**src/fts_params.svh**
```systemverilog
// Purpose: constants of the flash timing, security and protection register bank
// Assumes: 32-bit word registers on an AHB-Lite slave port
// Notes: offsets are byte addresses within the block
`ifndef FTS_PARAMS_SVH
`define FTS_PARAMS_SVH

// ***************************************************************
// register offsets
// ***************************************************************
`define FTS_OFF_MODULE_CONFIG 8'h00
`define FTS_OFF_TIMING_DIVIDER 8'h04
`define FTS_OFF_SECURITY_WORD 8'h08
`define FTS_OFF_WRITE_PROTECT 8'h10
`define FTS_OFF_PRIVILEGE_MAP 8'h14

// ***************************************************************
// field positions
// ***************************************************************
`define FTS_BIT_MODULE_LOCK 10
`define FTS_BIT_DIVIDER_LOADED 7
`define FTS_BIT_PRESCALE_BY_EIGHT 6
`define FTS_DIVIDE_MSB 5
`define FTS_BIT_BACKDOOR_KEY 31
`define FTS_BIT_SECURITY_ACTIVE 30
`define FTS_SECURITY_CODE_MSB 15
`define FTS_SECTOR_LSB 14
`define FTS_SECTOR_MSB 18

// ***************************************************************
// values and counts
// ***************************************************************
`define FTS_SECURED_CODE 16'h4ac8
`define FTS_PRESCALE_LAST 3'h7
`define FTS_RESET_WORD 32'h0000_0000
`define FTS_RESET_DIVIDER 8'h00
`define FTS_BUS_ADDR_BITS 8

`endif

```
**src/fts_pkg.sv**
```systemverilog
// Purpose: types shared by the flash timing, security and protection register bank
// Assumes: constants live in fts_params.svh
// Notes: no constants here, types only
package fts_pkg;

   // bus slave sequencing of one transfer
   typedef enum logic [1:0] {
      BUS_IDLE,
      BUS_WRITE,
      BUS_READ_WAIT,
      BUS_READ_DONE
   } fts_bus_state_type;

   typedef logic [31:0] fts_word_type;

endpackage : fts_pkg

```
**src/fts_regs.sv**
```systemverilog
// Purpose: flash timing divider, security word and sector protection registers
// Assumes: AHB-Lite slave, whole-word single transfers, sys_clk at 50 MHz
// Notes: configuration field values are sampled in the first cycle after reset
//
// Behaviour
// - divider bit 7 reads 0 until first divider write, then 1 until reset
// - divider bits 6:0 take only the first write; bit 7 never writable
// - prescale bit 6 divides the flash bus clock by 8 before the divider
// - six-bit divide field further divides, giving the program/erase timing clock
// - security word shows bits 31, 30, 15:0 only; others zero; nothing writable
// - security bit 31 enables backdoor key unlocking
// - security bit 30 shows whether flash security is active
// - security code field equal to 0x4ac8 means secured; anything else unsecured
// - security word loads from the configuration field in the first cycle after reset
// - protection and privilege maps load from the configuration field in the first cycle after reset
// - protection map always readable, writable only while module lock is clear
// - protection bit M set refuses program and erase of sector M
// - flash is split into 16 kbyte logical sectors for protection
// - privilege map always readable, writable only while module lock is clear
// - privilege bit M set restricts sector M to supervisor space
// - module lock can only be set; when set, both maps are write-locked
`timescale 1ns/1ps
`include "fts_params.svh"

module fts_regs (
   input wire logic sys_clk,
   input wire logic rst,
   // ahb-lite slave port
   input wire logic hsel,
   input wire logic [31:0] haddr,
   input wire logic [1:0] htrans,
   input wire logic hwrite,
   input wire logic [2:0] hsize,
   input wire logic [31:0] hwdata,
   input wire logic hready,
   output logic hreadyout,
   output logic hresp,
   output logic [31:0] hrdata,
   // configuration field contents, valid from reset release
   input wire logic [31:0] cfg_security_word,
   input wire logic [31:0] cfg_write_protect,
   input wire logic [31:0] cfg_privilege_map,
   // flash array access check
   input wire logic access_valid,
   input wire logic [18:0] access_addr,
   input wire logic access_user,
   input wire logic access_program_erase,
   output logic access_bus_error,
   output logic program_erase_refused,
   // state shown to the rest of the flash module
   output logic timing_tick,
   output logic backdoor_key_enable,
   output logic security_active,
   output logic module_lock
);

   // ***************************************************************
   // declarations
   // ***************************************************************
   fts_pkg::fts_bus_state_type bus_state_reg;
   fts_pkg::fts_bus_state_type bus_state_next;
   logic [7:0] addr_reg;
   logic load_pending_reg;
   logic lock_reg;
   logic divider_loaded_reg;
   logic [6:0] divider_reg;
   logic backdoor_key_reg;
   logic security_active_reg;
   logic [15:0] security_code_reg;
   fts_pkg::fts_word_type write_protect_reg;
   fts_pkg::fts_word_type privilege_map_reg;
   logic [31:0] hrdata_reg;
   logic take_request;
   logic write_phase;

   // ***************************************************************
   // helpers
   // ***************************************************************

   // address match within the block; used by both write and read paths
   function automatic logic hits(input logic [7:0] addr, input logic [7:0] offset);
      hits = (addr == offset);
   endfunction : hits

   // secured only on the exact code, so stray data rarely locks the part
   function automatic logic code_secures(input logic [15:0] code);
      code_secures = (code == `FTS_SECURED_CODE);
   endfunction : code_secures

   // ***************************************************************
   // bus slave sequencing
   // ***************************************************************

   // a transfer is taken when selected, nonseq or seq, and the bus is ready
   assign take_request = hsel && htrans[1] && hready && !load_pending_reg;
   assign write_phase = (bus_state_reg == fts_pkg::BUS_WRITE);

   // reads take one wait state so they always see a preceding write
   always_comb begin
      bus_state_next = bus_state_reg;
      unique case (bus_state_reg)
         fts_pkg::BUS_IDLE,
         fts_pkg::BUS_WRITE,
         fts_pkg::BUS_READ_DONE: begin
            if (take_request) begin
               bus_state_next = hwrite ? fts_pkg::BUS_WRITE : fts_pkg::BUS_READ_WAIT;
            end else begin
               bus_state_next = fts_pkg::BUS_IDLE;
            end
         end
         fts_pkg::BUS_READ_WAIT: begin
            bus_state_next = fts_pkg::BUS_READ_DONE;
         end
      endcase
   end

   // state register of the bus slave
   always_ff @(posedge sys_clk or posedge rst) begin
      if (rst) begin
         bus_state_reg <= fts_pkg::BUS_IDLE;
      end else begin
         bus_state_reg <= bus_state_next;
      end
   end

   // address phase capture; hsize is ignored as only whole words are used
   always_ff @(posedge sys_clk or posedge rst) begin
      if (rst) begin
         addr_reg <= 8'h00;
      end else if (take_request) begin
         addr_reg <= haddr[`FTS_BUS_ADDR_BITS-1:0];
      end
   end

   // not ready while the reset load runs or in the read wait state
   assign hreadyout = !load_pending_reg && (bus_state_reg != fts_pkg::BUS_READ_WAIT);
   assign hresp = 1'b0;
   assign hrdata = hrdata_reg;

   // ***************************************************************
   // reset load from the configuration field
   // ***************************************************************

   // async reset takes constants only; the field is sampled after release
   always_ff @(posedge sys_clk or posedge rst) begin
      if (rst) begin
         load_pending_reg <= 1'b1;
      end else begin
         load_pending_reg <= 1'b0;
      end
   end

   // ***************************************************************
   // module lock
   // ***************************************************************

   // set-only: a write of 0 never clears it, only reset does
   always_ff @(posedge sys_clk or posedge rst) begin
      if (rst) begin
         lock_reg <= 1'b0;
      end else if (write_phase && hits(addr_reg, `FTS_OFF_MODULE_CONFIG)
                   && hwdata[`FTS_BIT_MODULE_LOCK]) begin
         lock_reg <= 1'b1;
      end
   end

   // ***************************************************************
   // timing divider
   // ***************************************************************

   // first write loads the field and raises the loaded flag; later writes drop
   always_ff @(posedge sys_clk or posedge rst) begin
      if (rst) begin
         divider_reg <= 7'(`FTS_RESET_DIVIDER); // loaded flag is kept in its own flop
         divider_loaded_reg <= 1'b0;
      end else if (write_phase && hits(addr_reg, `FTS_OFF_TIMING_DIVIDER)
                   && !divider_loaded_reg) begin
         divider_reg <= hwdata[`FTS_BIT_PRESCALE_BY_EIGHT:0];
         divider_loaded_reg <= 1'b1;
      end
   end

   // timing tick runs only once software has set the divider
   fts_timing_clock u_timing_clock (
      .sys_clk(sys_clk),
      .rst(rst),
      .enable(divider_loaded_reg),
      .prescale_by_eight(divider_reg[`FTS_BIT_PRESCALE_BY_EIGHT]),
      .divide_field(divider_reg[`FTS_DIVIDE_MSB:0]),
      .timing_tick(timing_tick)
   );

   // ***************************************************************
   // security word
   // ***************************************************************

   // read-only; loaded once from the field, secure state decoded at load
   always_ff @(posedge sys_clk or posedge rst) begin
      if (rst) begin
         backdoor_key_reg <= 1'b0;
         security_code_reg <= 16'h0000;
         security_active_reg <= 1'b0;
      end else if (load_pending_reg) begin
         backdoor_key_reg <= cfg_security_word[`FTS_BIT_BACKDOOR_KEY];
         security_code_reg <= cfg_security_word[`FTS_SECURITY_CODE_MSB:0];
         security_active_reg <= code_secures(
            cfg_security_word[`FTS_SECURITY_CODE_MSB:0]);
      end
   end

   assign backdoor_key_enable = backdoor_key_reg;
   assign security_active = security_active_reg;
   assign module_lock = lock_reg;

   // ***************************************************************
   // sector protection and privilege maps
   // ***************************************************************

   // protection map: field value at reset, bus writes only while unlocked
   always_ff @(posedge sys_clk or posedge rst) begin
      if (rst) begin
         write_protect_reg <= `FTS_RESET_WORD;
      end else if (load_pending_reg) begin
         write_protect_reg <= cfg_write_protect;
      end else if (write_phase && hits(addr_reg, `FTS_OFF_WRITE_PROTECT) && !lock_reg) begin
         write_protect_reg <= hwdata;
      end
   end

   // privilege map: same lock gating as the protection map
   always_ff @(posedge sys_clk or posedge rst) begin
      if (rst) begin
         privilege_map_reg <= `FTS_RESET_WORD;
      end else if (load_pending_reg) begin
         privilege_map_reg <= cfg_privilege_map;
      end else if (write_phase && hits(addr_reg, `FTS_OFF_PRIVILEGE_MAP) && !lock_reg) begin
         privilege_map_reg <= hwdata;
      end
   end

   // checks of flash array accesses against both maps
   fts_sector_check u_sector_check (
      .sys_clk(sys_clk),
      .rst(rst),
      .write_protect(write_protect_reg),
      .privilege_map(privilege_map_reg),
      .access_valid(access_valid),
      .access_addr(access_addr),
      .access_user(access_user),
      .access_program_erase(access_program_erase),
      .access_bus_error(access_bus_error),
      .program_erase_refused(program_erase_refused)
   );

   // ***************************************************************
   // read data
   // ***************************************************************

   // sampled in the wait state so a write just before is already visible
   always_ff @(posedge sys_clk or posedge rst) begin
      if (rst) begin
         hrdata_reg <= `FTS_RESET_WORD;
      end else if (bus_state_reg == fts_pkg::BUS_READ_WAIT) begin
         hrdata_reg <= `FTS_RESET_WORD;
         if (hits(addr_reg, `FTS_OFF_MODULE_CONFIG)) begin
            hrdata_reg[`FTS_BIT_MODULE_LOCK] <= lock_reg;
         end else if (hits(addr_reg, `FTS_OFF_TIMING_DIVIDER)) begin
            hrdata_reg[`FTS_BIT_DIVIDER_LOADED] <= divider_loaded_reg;
            hrdata_reg[`FTS_BIT_PRESCALE_BY_EIGHT:0] <= divider_reg;
         end else if (hits(addr_reg, `FTS_OFF_SECURITY_WORD)) begin
            hrdata_reg[`FTS_BIT_BACKDOOR_KEY] <= backdoor_key_reg;
            hrdata_reg[`FTS_BIT_SECURITY_ACTIVE] <= security_active_reg;
            hrdata_reg[`FTS_SECURITY_CODE_MSB:0] <= security_code_reg;
         end else if (hits(addr_reg, `FTS_OFF_WRITE_PROTECT)) begin
            hrdata_reg <= write_protect_reg;
         end else if (hits(addr_reg, `FTS_OFF_PRIVILEGE_MAP)) begin
            hrdata_reg <= privilege_map_reg;
         end
      end
   end

endmodule : fts_regs

```
**src/fts_timing_clock.sv**
```systemverilog
// Purpose: program/erase timing tick from the flash bus clock
// Assumes: sys_clk is the flash bus clock
// Notes: tick is a one-cycle enable, not a clock
`timescale 1ns/1ps
`include "fts_params.svh"

module fts_timing_clock (
   input wire logic sys_clk,
   input wire logic rst,
   input wire logic enable,
   input wire logic prescale_by_eight,
   input wire logic [5:0] divide_field,
   output logic timing_tick
);

   logic [2:0] pre_count_reg;
   logic [5:0] div_count_reg;
   logic pre_tick;

   // the prescaler passes every edge when off, one in eight when on
   assign pre_tick = !prescale_by_eight || (pre_count_reg == `FTS_PRESCALE_LAST);

   // prescale counter, held clear until the divider has been loaded
   always_ff @(posedge sys_clk or posedge rst) begin
      if (rst) begin
         pre_count_reg <= 3'h0;
      end else if (!enable || !prescale_by_eight) begin
         pre_count_reg <= 3'h0;
      end else begin
         pre_count_reg <= pre_count_reg + 3'h1;
      end
   end

   // divide by field plus one, so a zero field still yields a tick
   always_ff @(posedge sys_clk or posedge rst) begin
      if (rst) begin
         div_count_reg <= 6'h00;
         timing_tick <= 1'b0;
      end else if (!enable) begin
         div_count_reg <= 6'h00;
         timing_tick <= 1'b0;
      end else begin
         timing_tick <= 1'b0;
         if (pre_tick) begin
            if (div_count_reg >= divide_field) begin
               div_count_reg <= 6'h00;
               timing_tick <= 1'b1;
            end else begin
               div_count_reg <= div_count_reg + 6'h01;
            end
         end
      end
   end

endmodule : fts_timing_clock

```
**src/fts_sector_check.sv**
```systemverilog
// Purpose: per-sector protection and privilege check of flash accesses
// Assumes: one logical sector per 16 kbyte of flash address
// Notes: verdicts are registered, one cycle after the request
`timescale 1ns/1ps
`include "fts_params.svh"

module fts_sector_check (
   input wire logic sys_clk,
   input wire logic rst,
   input wire logic [31:0] write_protect,
   input wire logic [31:0] privilege_map,
   input wire logic access_valid,
   input wire logic [18:0] access_addr,
   input wire logic access_user,
   input wire logic access_program_erase,
   output logic access_bus_error,
   output logic program_erase_refused
);

   logic [4:0] sector;

   // sector index is the 16 kbyte block number within the flash
   assign sector = access_addr[`FTS_SECTOR_MSB:`FTS_SECTOR_LSB];

   // verdicts: user access to supervisor sector, program/erase to protected sector
   always_ff @(posedge sys_clk or posedge rst) begin
      if (rst) begin
         access_bus_error <= 1'b0;
         program_erase_refused <= 1'b0;
      end else begin
         access_bus_error <= access_valid && access_user && privilege_map[sector];
         program_erase_refused <= access_valid && access_program_erase
            && write_protect[sector];
      end
   end

endmodule : fts_sector_check

```
**config.mk**
```make
export PLATFORM = sky130hd
export DESIGN_NAME = fts_regs
export DESIGN_NICKNAME = d
export VERILOG_FILES = /design/src/fts_pkg.sv /design/src/fts_regs.sv /design/src/fts_timing_clock.sv /design/src/fts_sector_check.sv
export VERILOG_INCLUDE_DIRS = /design/src
export SDC_FILE = /design/constraint.sdc
export NUM_CORES = 1
export LEC_CHECK = 0
export BUFFER_PORTS_ARGS = -buffer_cell sky130_fd_sc_hd__buf_2
export CAP_MARGIN = 25
export CORE_MARGIN = 4
export CORE_UTILIZATION = 47
export DETAILED_ROUTE_END_ITERATION = 12
export GPL_TIMING_DRIVEN = 0
export PLACE_DENSITY_LB_ADDON = 0.05
export SLEW_MARGIN = 20
export SYNTH_ARGS = -nofsm -noshare
export SYNTH_HDL_FRONTEND = slang
export SYNTH_SLANG_ARGS = --single-unit
export TNS_END_PERCENT = 10
```
**constraint.sdc**
```tcl
create_clock -name sys_clk -period 4 [get_ports sys_clk]
set_input_delay 0.2 -clock sys_clk [delete_from_list [all_inputs] [get_ports sys_clk]]
set_output_delay 0.2 -clock sys_clk [all_outputs]
set_load 0.02 [all_outputs]
```
==> metrics.md <==
| Metric | Value |
|---|---|
| Crit start category | register |
| RSZ-0062 raised after global routing | false |
| Yosys warnings | 0 |
| Syn Area/Cell | 10.55 µm² |
| CP Buf/Inv Count | 3 |
| Clock skew | 0.007777 ns |
| CP arrival | 2.29 ns |
| Critical path capture point type | output pin |
| Cell Area, Synth | 7541 µm² |
| Most used flip-flop cell after synthesis | dfrtp_1 |
| Drt total wl | 23600 µm |
| Worst skew pair latency | 0.43 ns |
| Area grow syn2layout | 28.14% |
| Worst slew pin tran | 0.9344 ns |
| Final TNS setup | 0 ns |
| CTS max path bufs | 2 |
| FMAX | 402.1 MHz |
| CTS root buf | clkbuf_16 |
| Initial Utilization | 0.4764 |
| Post-CTS Setup Inserts | 0 |
| Site Rows | 46 |
| Routed vias/inst | 5.588 |
| Critical-path cell list | nand2b_1 > clkbuf_1 > clkbuf_1 > nor2b_1 > buf_2 |
| Vias in the first global route | 6658 |
| MaxCap Viol Count | 0 |
| Synth top area cells | dfrtp_1 48%, mux2i_1 10%, nand2_1 6.4% |
| Worst path max stage delay | 0.52 ns |
| Ant diodes | 0 |
| Outcome | finished clean |
| Tot Pwr | 4.314 mW |
| Hpwl dp | 17720 µm |
| IO buf count | 170 |
| 1st-iter DRT viols | 389 |
| First-pass GRT wire length | 36560 µm |
| Min cycle time layout | 2.487 ns |
| Core area | 15830 µm² |
| Cell family with most CP delay | buffers and inverters |
| Netlist cell types | 54 |
| Met2 Use GR | 0.4091 |
| GR Util met1 | 0.3752 |
| Crit Path Class | register to output pin |
| Area leader, netlist | dfrtp_1 |
| GRT busiest layer | met2 |
| Total track usage | 0.2652 |
| Worst slew margin | 0.3719 |
| Clock transition at path regs | 0.06 ns |
| Remaining Overflow, GRT | 0 |
| Period utilisation layout | 0.6217 |
| Most frequent cell on the critical path | clkbuf_1 |
| Die ar. | 18130 µm² |
| Grt met3 use | 0.06408 |
| Max-slew violation count | 0 |
| Nets | 1147 |
| Fraction of layout cells with a size suffix above 1 | 0.2953 |
| RePlAce Congestion | 0.9183 |
| Slowest stage cell on the critical path | clkbuf_1 |
| Largest net degree at the start of global routing | 37 |
| Final Hold Fails | 0 |
| TritonCTS clock tree | yes |
| Die height | 134.7 µm |
| Register bit total from synthesis | 146 |
| # DRC | 0 |
| Boundary pin count | 232 |
| Gate Count Post-Synth | 715 |
| Pwr dens | 446.4 nW/µm² |
| CP max FO | 10 |
| VDD IR max | 0.3324 mV |
| Final setup fails | 0 |
| Required time worst endpoint | 3.80 ns |
| Overall die width | 134.7 µm |
| Leak Pwr | 4.786 nW |
| Number of synthesized flops with an enable pin | 0 |
| Async set-reset flop share out of synthesis | 1.000 |
| Top-area cell type share of the netlist area | 0.4812 |
| Antenna-violating nets left | 0 |
| DRT Pass-1 Iters | 5 |
| Per-cell routed wire length | 20.15 µm |
| Antenna violations before repair | 2 |
| Hold Path Class | primary input to register |
| Clock Sinks | 146 |
| Via count | 6544 |
| CTS Buf Count | 17 |
| Sequential fraction of the synthesis area | 0.4847 |
| H-tree Lvls | 4 |
[layout make-up]
class                      instances  area [µm²]
tap                              216       270.3
multi-input combinational        509        3621
sequential                       146        3655
buffer                            49       224.0
fill                            1380        6165
inverter                          12       48.80
timing repair buffer             211        1301
clock buffer                      23       488.0
clock inverter                     5       55.05
[cells in the final DEF, fill, tap and decap left out, types with 8 or more instances in the layout]
cell,instances
mux4_2,16
dlygate4sd3_1,37
dfrtp_1,145
a22oi_1,14
nor2b_1,10
ha_1,9
buf_2,184
mux2_2,32
o21ai_0,83
clkbuf_1,28
o22ai_1,8
o21bai_1,10
nor2_1,28
clkbuf_16,17
mux2i_1,76
inv_1,10
a21oi_1,13
nand2_1,128
a32o_1,9
[power by group]
part           total, mW  leakage [nW]  switching (mW)  internal, mW
Clock               1.51         0.263           0.606         0.905
Combinational       1.00          2.69           0.583         0.418
Sequential          1.80          1.84           0.154          1.65
[synth_stat cells (2+ instances only)]
library cell / instances
a2bb2oi_1: 7
nor2_1: 28
a32o_1: 9
o21ai_0: 83
dfrtp_1: 145
a31oi_1: 6
nand3_2: 2
mux2i_1: 76
nor4b_1: 3
nand3_1: 7
nor3_4: 2
o22ai_1: 8
and3_1: 4
o21ai_1: 7
nand2b_1: 3
a21oi_1: 13
a22oi_1: 14
clkbuf_1: 26
buf_2: 14
nand2_1: 128
nor2b_1: 10
nand3b_1: 2
nor3b_1: 2
mux2_2: 32
inv_1: 11
ha_1: 9
o21bai_1: 10
buf_4: 6
mux4_2: 16
buf_1: 3
xnor2_1: 3
a211o_1: 2
a21boi_0: 3
[worst paths after layout]
kind,startpoint,end,slack (ns),depth (start not counted)
min in group asynchronous,rst,security_code_reg[4],0.31,3
worst max register to register,addr_reg[0],hrdata[15],1.78,6
worst min-delay path,cfg_privilege_map[10],privilege_map_reg[10],0.002,3
worst min register to register,u_timing_clock.pre_count_reg[0],u_timing_clock.pre_count_reg[0],0.43,1
max in group asynchronous,rst,load_pending_reg,2.88,5
worst max-delay path,bus_state_reg[1],hreadyout,1.51,5
[stage by stage]
step | hold slack [ns] | cell area, µm² | setup WS [ns] | cells | utilization
floorplan | 0.3118 | 7548 | 1.968 | 716 | -
global placement | 0.4125 | 8670 | 1.054 | 1102 | 0.5477
detailed placement | 0.2217 | 8750 | 1.828 | 1106 | 0.5528
CTS | 0.0009856 | 9633 | 1.524 | 1168 | 0.6086
global route | 0.001616 | 9663 | 1.387 | 1171 | 0.6105
finish | 0.002094 | 9663 | 1.513 | 1171 | 0.6105
[worst min-delay path, stage by stage]
cell and delay (ns):
buf_2 0.08, nand2_1 0.04, o21ai_0 0.07
[routing by layer]
layer / part of all wire / routed length, µm
met1: 0.44 / 10420
met2: 0.46 / 10950
met3: 0.070 / 1662
met4: 0.023 / 547
met5: 0.00064 / 15
[cell families after synthesis]
| kind of cell | Yosys count | synth area share |
|---|---|---|
| adders and majority gates | 9 | 0.01493 |
| other | 1 | 0.0004973 |
| AOI/OAI and AO/OA | 168 | 0.1371 |
| buffers and inverters | 61 | 0.03567 |
| DFF | 146 | 0.4847 |
| xor gates and xnor gates | 4 | 0.004647 |
| muxes | 124 | 0.1965 |
| and+or+nand+nor | 202 | 0.1261 |
[timing repair]
item / in CTS / in global routing
gates resized for setup: 0 / 0
endpoints found under the hold margin: 47 / 3
hold buffers: 34 / 3
Power figures use the tool's default switching activity.
